[src/hw/pis_regs.svh]
// Register offsets, field positions, reset values and timing counts
// for the pin interrupt select and sense block.
// Assumes a 50 MHz system clock and byte addresses on an 8-bit port.
`ifndef PIS_REGS_SVH
`define PIS_REGS_SVH

`define PIS_NPINS          9
`define PIS_ADDR_W         8
`define PIS_DATA_W         32

`define PIS_OFS_DIR        8'h08
`define PIS_OFS_IRQE       8'h10
`define PIS_OFS_ISEN       8'h14
`define PIS_OFS_IMODE      8'h18
`define PIS_OFS_IBES       8'h1C
`define PIS_OFS_IDBE       8'h20
`define PIS_OFS_EVT_STAT   8'h24
`define PIS_OFS_EVT_CLR    8'h28
`define PIS_OFS_EVT_EN     8'h2C
`define PIS_OFS_PIN_LVL    8'h30

`define PIS_EVT_BIT        0

`define PIS_RST_DIR        9'h1FF
`define PIS_RST_CFG        9'h000

`define PIS_CLK_PERIOD_NS  20
`define PIS_DB_TICK_NS     1000
`define PIS_DB_TICK_CYC    ((`PIS_DB_TICK_NS + `PIS_CLK_PERIOD_NS - 1) / `PIS_CLK_PERIOD_NS)
`define PIS_DB_STABLE      4

`endif

[src/hw/pis_pkg.sv]
// Types shared by the pin interrupt select and sense block.
// Assumes pis_regs.svh is on the include path.
`include "pis_regs.svh"

package pis_pkg;

  typedef logic [`PIS_NPINS-1:0]  pis_pin_vec_type;
  typedef logic [`PIS_DATA_W-1:0] pis_word_type;
  typedef logic [`PIS_ADDR_W-1:0] pis_addr_type;

  // One-hot register select used by the address decoder
  typedef enum logic [9:0] {
    PIS_SEL_NONE  = 10'h000,
    PIS_SEL_DIR   = 10'h001,
    PIS_SEL_IRQE  = 10'h002,
    PIS_SEL_ISEN  = 10'h004,
    PIS_SEL_IMODE = 10'h008,
    PIS_SEL_IBES  = 10'h010,
    PIS_SEL_IDBE  = 10'h020,
    PIS_SEL_STAT  = 10'h040,
    PIS_SEL_CLR   = 10'h080,
    PIS_SEL_EVTEN = 10'h100,
    PIS_SEL_LVL   = 10'h200
  } pis_sel_type;

endpackage

[src/hw/pis_pin_filter.sv]
// One pin: two-flop synchroniser followed by a tick-driven debounce filter.
// Assumes tick_i is a one-cycle enable from a divider in the parent.
`timescale 1ns/100ps
`include "pis_regs.svh"

module pis_pin_filter #(
  parameter int unsigned STABLE_TICKS = `PIS_DB_STABLE
) (
  input  wire logic clk_i,
  input  wire logic srst_i,
  input  wire logic tick_i,
  input  wire logic pin_i,
  output logic      sync_o,
  output logic      filt_o
);

  localparam int unsigned CW = $clog2(STABLE_TICKS + 1);

  logic          meta_q;
  logic          sync_q;
  logic          filt_q;
  logic [CW-1:0] cnt_q;

  // Stage one feeds only stage two
  always_ff @(posedge clk_i) begin
    if (srst_i) begin
      meta_q <= 1'b0;
      sync_q <= 1'b0;
    end else begin
      meta_q <= pin_i;
      sync_q <= meta_q;
    end
  end

  // A level must hold for STABLE_TICKS ticks in a row before it passes
  always_ff @(posedge clk_i) begin
    if (srst_i) begin
      cnt_q  <= '0;
      filt_q <= 1'b0;
    end else if (sync_q == filt_q) begin
      cnt_q <= '0;
    end else if (tick_i) begin
      if (cnt_q == CW'(STABLE_TICKS - 1)) begin
        filt_q <= sync_q;
        cnt_q  <= '0;
      end else begin
        cnt_q <= cnt_q + CW'(1);
      end
    end
  end

  assign sync_o = sync_q;
  assign filt_o = filt_q;

endmodule

[src/hw/pis_top.sv]
// Pin interrupt source selection and sense logic for nine input pins.
// Assumes synchronous register port strobes and pins driven from outside.
//
// Design decision made here: the strobed register port.
`timescale 1ns/100ps
`include "pis_regs.svh"

module pis_top
  import pis_pkg::*;
#(
  parameter int unsigned DB_TICK_CYC  = `PIS_DB_TICK_CYC,
  parameter int unsigned STABLE_TICKS = `PIS_DB_STABLE
) (
  input  wire logic            clk_i,
  input  wire logic            srst_i,
  input  wire pis_addr_type    addr_i,
  input  wire pis_word_type    wdata_i,
  input  wire logic            wr_i,
  input  wire logic            rd_i,
  output pis_word_type         rdata_o,
  input  wire pis_pin_vec_type pin_i,
  output logic                 irq_o,
  output logic                 pin_event_flag_o
);

  localparam int unsigned NP  = `PIS_NPINS;
  localparam int unsigned DVW = $clog2(DB_TICK_CYC + 1);

  pis_pin_vec_type pin_direction_q;
  pis_pin_vec_type pin_interrupt_enable_q;
  pis_pin_vec_type pin_interrupt_sense_q;
  pis_pin_vec_type pin_level_edge_mode_q;
  pis_pin_vec_type pin_both_edge_select_q;
  pis_pin_vec_type pin_debounce_enable_q;
  logic            evt_stat_q;
  logic            evt_en_q;
  pis_word_type    rdata_q;
  logic            irq_q;
  logic            evt_flag_q;
  logic [DVW-1:0]  div_q;
  logic            tick_q;

  pis_pin_vec_type sync_lvl;
  pis_pin_vec_type filt_lvl;
  pis_pin_vec_type cur_lvl;
  pis_pin_vec_type prev_q;
  pis_pin_vec_type hit;
  pis_pin_vec_type armed;
  logic            any_hit;
  logic            evt_clr;
  pis_sel_type     sel;
  pis_pin_vec_type wr_bits;

  // Only the low pin bits are stored; upper bits are dropped on write
  assign wr_bits = wdata_i[NP-1:0];

  always_comb begin
    case (addr_i)
      `PIS_OFS_DIR:      sel = PIS_SEL_DIR;
      `PIS_OFS_IRQE:     sel = PIS_SEL_IRQE;
      `PIS_OFS_ISEN:     sel = PIS_SEL_ISEN;
      `PIS_OFS_IMODE:    sel = PIS_SEL_IMODE;
      `PIS_OFS_IBES:     sel = PIS_SEL_IBES;
      `PIS_OFS_IDBE:     sel = PIS_SEL_IDBE;
      `PIS_OFS_EVT_STAT: sel = PIS_SEL_STAT;
      `PIS_OFS_EVT_CLR:  sel = PIS_SEL_CLR;
      `PIS_OFS_EVT_EN:   sel = PIS_SEL_EVTEN;
      `PIS_OFS_PIN_LVL:  sel = PIS_SEL_LVL;
      default:           sel = PIS_SEL_NONE;
    endcase
  end

  // Direction: 1 marks a pin as input; all pins come up as inputs
  always_ff @(posedge clk_i) begin
    if (srst_i) begin
      pin_direction_q <= `PIS_RST_DIR;
    end else if (wr_i && sel == PIS_SEL_DIR) begin
      pin_direction_q <= wr_bits;
    end
  end

  always_ff @(posedge clk_i) begin
    if (srst_i) begin
      pin_interrupt_enable_q <= `PIS_RST_CFG;
    end else if (wr_i && sel == PIS_SEL_IRQE) begin
      pin_interrupt_enable_q <= wr_bits;
    end
  end

  always_ff @(posedge clk_i) begin
    if (srst_i) begin
      pin_interrupt_sense_q <= `PIS_RST_CFG;
    end else if (wr_i && sel == PIS_SEL_ISEN) begin
      pin_interrupt_sense_q <= wr_bits;
    end
  end

  always_ff @(posedge clk_i) begin
    if (srst_i) begin
      pin_level_edge_mode_q <= `PIS_RST_CFG;
    end else if (wr_i && sel == PIS_SEL_IMODE) begin
      pin_level_edge_mode_q <= wr_bits;
    end
  end

  always_ff @(posedge clk_i) begin
    if (srst_i) begin
      pin_both_edge_select_q <= `PIS_RST_CFG;
    end else if (wr_i && sel == PIS_SEL_IBES) begin
      pin_both_edge_select_q <= wr_bits;
    end
  end

  always_ff @(posedge clk_i) begin
    if (srst_i) begin
      pin_debounce_enable_q <= `PIS_RST_CFG;
    end else if (wr_i && sel == PIS_SEL_IDBE) begin
      pin_debounce_enable_q <= wr_bits;
    end
  end

  always_ff @(posedge clk_i) begin
    if (srst_i) begin
      evt_en_q <= 1'b0;
    end else if (wr_i && sel == PIS_SEL_EVTEN) begin
      evt_en_q <= wdata_i[`PIS_EVT_BIT];
    end
  end

  // Debounce sample rate: one-cycle tick every DB_TICK_CYC clocks
  always_ff @(posedge clk_i) begin
    if (srst_i) begin
      div_q  <= '0;
      tick_q <= 1'b0;
    end else if (div_q == DVW'(DB_TICK_CYC - 1)) begin
      div_q  <= '0;
      tick_q <= 1'b1;
    end else begin
      div_q  <= div_q + DVW'(1);
      tick_q <= 1'b0;
    end
  end

  for (genvar i = 0; i < NP; i++) begin : g_pin
    pis_pin_filter #(
      .STABLE_TICKS (STABLE_TICKS)
    ) u_filt (
      .clk_i  (clk_i),
      .srst_i (srst_i),
      .tick_i (tick_q),
      .pin_i  (pin_i[i]),
      .sync_o (sync_lvl[i]),
      .filt_o (filt_lvl[i])
    );

    logic rise;
    logic fall;
    logic edge_hit;
    logic lvl_hit;

    assign cur_lvl[i] = pin_debounce_enable_q[i] ? filt_lvl[i] : sync_lvl[i];

    assign rise = cur_lvl[i] & ~prev_q[i];
    assign fall = ~cur_lvl[i] & prev_q[i];

    // Sense picks the active level or edge
    assign lvl_hit  = pin_interrupt_sense_q[i] ? ~cur_lvl[i] : cur_lvl[i];
    assign edge_hit = pin_both_edge_select_q[i] ? (rise | fall) :
                      (pin_interrupt_sense_q[i] ? fall : rise);

    assign hit[i] = pin_level_edge_mode_q[i] ? edge_hit : lvl_hit;

    assign armed[i] = pin_interrupt_enable_q[i] & pin_direction_q[i];
  end

  // Previous sample of the selected level, for edge detection
  always_ff @(posedge clk_i) begin
    if (srst_i) begin
      prev_q <= '0;
    end else begin
      prev_q <= cur_lvl;
    end
  end

  assign any_hit = |(hit & armed);
  assign evt_clr = wr_i && sel == PIS_SEL_CLR && wdata_i[`PIS_EVT_BIT];

  // Set wins over a clear in the same cycle; a held level re-sets at once
  always_ff @(posedge clk_i) begin
    if (srst_i) begin
      evt_stat_q <= 1'b0;
    end else if (any_hit) begin
      evt_stat_q <= 1'b1;
    end else if (evt_clr) begin
      evt_stat_q <= 1'b0;
    end
  end

  // Outputs follow the status one cycle later so both come from flops
  always_ff @(posedge clk_i) begin
    if (srst_i) begin
      evt_flag_q <= 1'b0;
      irq_q      <= 1'b0;
    end else begin
      evt_flag_q <= evt_stat_q;
      irq_q      <= evt_stat_q & evt_en_q;
    end
  end

  // Read data stands for exactly one cycle after the read strobe
  always_ff @(posedge clk_i) begin
    if (srst_i) begin
      rdata_q <= '0;
    end else if (rd_i) begin
      case (sel)
        PIS_SEL_DIR:   rdata_q <= {{(32-NP){1'b0}}, pin_direction_q};
        PIS_SEL_IRQE:  rdata_q <= {{(32-NP){1'b0}}, pin_interrupt_enable_q};
        PIS_SEL_ISEN:  rdata_q <= {{(32-NP){1'b0}}, pin_interrupt_sense_q};
        PIS_SEL_IMODE: rdata_q <= {{(32-NP){1'b0}}, pin_level_edge_mode_q};
        PIS_SEL_IBES:  rdata_q <= {{(32-NP){1'b0}}, pin_both_edge_select_q};
        PIS_SEL_IDBE:  rdata_q <= {{(32-NP){1'b0}}, pin_debounce_enable_q};
        PIS_SEL_STAT:  rdata_q <= {31'h0000_0000, evt_stat_q};
        PIS_SEL_EVTEN: rdata_q <= {31'h0000_0000, evt_en_q};
        PIS_SEL_LVL:   rdata_q <= {{(32-NP){1'b0}}, cur_lvl};
        default:       rdata_q <= '0;
      endcase
    end else begin
      rdata_q <= '0;
    end
  end

  assign rdata_o          = rdata_q;
  assign irq_o            = irq_q;
  assign pin_event_flag_o = evt_flag_q;

endmodule

[config.mk]
export PLATFORM = sky130hd
export DESIGN_NAME = pis_top
export DESIGN_NICKNAME = d
export VERILOG_FILES = /design/src/hw/pis_pkg.sv /design/src/hw/pis_pin_filter.sv /design/src/hw/pis_top.sv
export VERILOG_INCLUDE_DIRS = /design/src /design/src/hw
export SDC_FILE = /design/constraint.sdc
export NUM_CORES = 1
export LEC_CHECK = 0
export BUFFER_PORTS_ARGS = -buffer_cell sky130_fd_sc_hd__clkbuf_2
export CORE_ASPECT_RATIO = 0.8
export CORE_UTILIZATION = 60
export CTS_CLUSTER_SIZE = 12
export DETAILED_ROUTE_END_ITERATION = 7
export MAX_ROUTING_LAYER = met4
export PLACE_DENSITY_LB_ADDON = 0.15
export SLEW_MARGIN = 20
export SYNTH_ARGS = -nofsm -noshare
export SYNTH_HDL_FRONTEND = slang
export SYNTH_HIERARCHICAL = 1
export SYNTH_SLANG_ARGS = --single-unit
[constraint.sdc]
create_clock -name clk_i -period 4.1 [get_ports clk_i]
set_input_delay 0.41 -clock clk_i [delete_from_list [all_inputs] [get_ports clk_i]]
set_output_delay 0.41 -clock clk_i [all_outputs]
set_load 0.02 [all_outputs]
==> metrics.md <==
| Metric | Value |
|---|---|
| Routed len/inst | `16.6 um` |
| Max Freq | `between 300 and 400 MHz` |
| Share of post-route cells with drive strength above 1 | `0.133` |
| Final nets | `831` |
| Largest net degree at the start of global routing | `around 60` |
| Die X | `~120 um` |
| Pre-Repair DR Iteration Count | `5` |
| Ys async rst share | `0` |
| Sequential area share after synthesis | `0.426` |
| RSZ-0062 raised after global routing | `false` |
| Worst setup margin | `roughly 1.4 ns` |
| Number of global-route vias before repair | `between 4000 and 5000` |
| Worst VDD drop | `0.506 mV` |
| Clock root buffer | `clkbuf_16` |
| CP Max Fanout | `4` |
| Fraction of power consumed by the clock network | `0.508` |
| Slew Limit Headroom | `0.323` |
| DPL Wire Length | `a little under 10 mm` |
| Dpl ws | `roughly 1.2 ns` |
| Worst hold margin | `between 0.15 and 0.2 ns` |
| WS Path Type | `reg2reg` |
| Post-CTS resize count | `0` |
| Post-Syn Instances | `706` |
| Worst-Skew Late Latency | `0.42 ns` |
| Min cycle time layout | `between 2 and 3 ns` |
| Clock edge transition at the registers on the reported setup and hold paths | `0.06 ns` |
| Most Crowded Layer GR | `met2` |
| Dpl cell area | `around 0.0067 mm^2` |
| Synth cell types | `54` |
| Initial drt markers | `about 400` |
| Chip height | `between 90 and 100 um` |
| Sw power | `approximately 0.67 mW` |
| DIE AREA | `between 0.01 and 0.015 mm^2` |
| CTS tree | `yes` |
| FF+latch count, synth | `137` |
| Yosys warns | `6` |
| Worst EP arrival | `a little under 3 ns` |
| Total grt overflow | `0` |
| I/O Buffers | `40` |
| Antenna Cells | `0` |
| P_int | `between 2 and 2.5 mW` |
| DRT Wirelength | `roughly 15 mm` |
| First-pass GRT wire length | `23.8 mm` |
| Fin util | `0.703` |
| Io pins | `87` |
| EDFF count, synth | `0` |
| TritonCTS buffer count | `17` |
| GRT met3 Usage | `0.0954` |
| Clock sink count | `between 100 and 150` |
| Clk buf depth | `2` |
| FILL cells | `slightly above 800` |
| Post-route ant nets | `0` |
| Leak | `just under 3 nW` |
| Setup_tns | `0 ns` |
| Initial antenna violation count | `0` |
| DR vias/cell | `5.74` |
| Synthesis-to-layout area growth | `12.7%` |
| Total Routing Usage GR | `0.287` |
| M1 GR Usage | `0.335` |
| Hold crit path type | `in2reg` |
| Max Cap Violations | `0` |
| Flop pwr share | `0.448` |
| Starting density of the core | `0.624` |
| Post CTS Setup Buffer Count | `0` |
| Core Region | `around 0.010 mm^2` |
| Req. time, crit path | `about 4.4 ns` |
| Max-slew violations | `0` |
| DRC errors left | `0` |
| Worst clock skew | `0.00863 ns` |
| Rows | `33` |
| Least-Margin Pin Slew | `about 1.0 ns` |
| Avg Cell Area, Syn | `just over 9 um^2` |
| CTS H-tree depth | `4` |
| GRT met2 Usage | `0.462` |
| Total chip power | `around 3.0 mW` |
| Pwr Density | `between 400 and 500 mW/mm^2` |
| Via count | `~5200` |
| Outcome | `complete, no violations` |
| Combinational fraction of design power | `0.044` |
| Placed insts | `slightly below 900` |
| Setup crit end kind | `register` |
| Gpl congestion | `0.854` |
| Final worst-path cycle share | `0.654` |
| CTS Hold Buffers Added | `0` |
| Synth Flop Type | `dfxtp_1` |
| R2r setup slk | `approximately 1.4 ns` |
| Hold Fails Final Rpt | `0` |
| Startpoint types | `register` |
| Fin area | `0.00726 mm^2` |
| Switch share | `0.221` |
| Non-Filler Instances | `around 900` |
| Post-Syn Area | `about 0.0064 mm^2` |
| Final setup viols | `0` |
synthesized netlist by cell type, drive strengths merged (10+ instances only):
cell type | n | area [um^2]
dfxtp | 137 | 2740
nor2 | 81 | 307
nand2 | 73 | 277
a21oi | 49 | 245
nor2b | 42 | 263
mux2i | 41 | 410
nand3 | 38 | 195
buf | 31 | 233
ha | 29 | 363
inv | 19 | 71.3
nand2b | 19 | 119
xor2 | 16 | 140
clkbuf | 13 | 48.8
o21ai | 13 | 65.1
nand3b | 11 | 86.3
mux2 | 10 | 113
critical path: stages, from the launching register on:
cell	delay, ns
dfxtp_1	0.44
mux2i_1	0.61
inv_1	0.17
ha_1	0.23
mux2_2	0.26
o211ai_1	0.18
nand4_1	0.14
nor4_1	0.34
a41oi_1	0.15
flip-flops by register name (all words and copies together) (netlist names):
register and count:
pin_event_flag_o 1, pin_interrupt_enable_q 9, pin_direction_q 9, div_q 6, pin_interrupt_sense_q 9, pin_debounce_enable_q 9
tick_q 1, evt_stat_q 1, irq_o 1, rdata_o 9, g_pin.u_filt/cnt_q 27, g_pin.u_filt/meta_q 9
pin_both_edge_select_q 9, prev_q 9, evt_en_q 1, pin_level_edge_mode_q 9, g_pin.u_filt/filt_o 9, g_pin.u_filt/sync_o 9
cells in the final DEF, fill, tap and decap left out, drive strengths merged, types with 2 or more instances in the layout:
cell      synthesis  routed
a222oi            8       8
nor2b            42      42
a211o             2       2
a31oi             2       2
o21a              4       4
and3              6       6
o21ai            13      13
bufinv            0       3
nand2            73      73
mux2i            41      41
dfxtp           137     137
conb              1      23
a221oi            4       4
xnor2             7       7
nor4b             2       2
inv              19      19
nand2b           19      19
clkinv            0       8
buf              31       7
or4               2       2
a211oi            2       2
o211ai            5       5
nor3              6       6
nand4             5       5
nor2             81      81
mux2             10      10
nand3            38      38
nand3b           11      11
ha               29      29
o32ai             2       2
mux4              4       4
nand4b            9       9
clkbuf           13      58
a21oi            49      49
or4b              3       3
xor2             16      16
clkinvlp          0       2
final cells by class:
type                       count  area (um^2)  area share
multi-input combinational    528         3430       0.472
sequential                   137         2740       0.378
clock buffer                  19          443      0.0610
timing repair buffer          46          248      0.0341
tap                          140          175      0.0241
clock inverter                13          153      0.0210
inverter                      19         71.3     0.00983
power groups by stage:
stage / sequential (mW) / combinational, mW / clock, mW
final: 1.35 / 0.134 / 1.53
after global routing: 1.36 / 0.147 / 1.61
after CTS: 1.35 / 0.133 / 1.55
after detailed placement: 1.38 / 0.131 / 0
after global placement: 1.38 / 0.127 / 0
after floorplan: 1.38 / 0.102 / 0
routing by layer:
metal  vias up  routed length, um
li1       2494                  -
met1      2445               6260
met2       208               7220
met3        28               1230
met4         0                288
met5         -                  0
cells by family (layout without fill, tap and decap cells):
family | after synthesis | after routing | synth area share
AO/OA/AOI/OAI | 97 | 97 | 0.0939
XOR/XNOR | 23 | 23 | 0.0313
adder cells (fa/ha/maj) | 29 | 29 | 0.0564
buffers and inverters | 63 | 97 | 0.0548
flip-flops | 137 | 137 | 0.426
multiplexers | 55 | 55 | 0.0952
other | 1 | 23 | 0.000582
AND/OR/NAND/NOR | 301 | 301 | 0.242
path summary, 6_finish.rpt:
kind	endpoint	cells after the start	from
worst max-delay path	evt_stat_q	8	pin_debounce_enable_q[1]
worst min-delay path	g_pin[8].u_filt/meta_q	2	pin_i[8]
worst max register to register	evt_stat_q	8	pin_debounce_enable_q[1]
worst min register to register	g_pin[0].u_filt/sync_o	1	g_pin[0].u_filt/meta_q
Note: power is estimated with default switching activity, not from simulation.
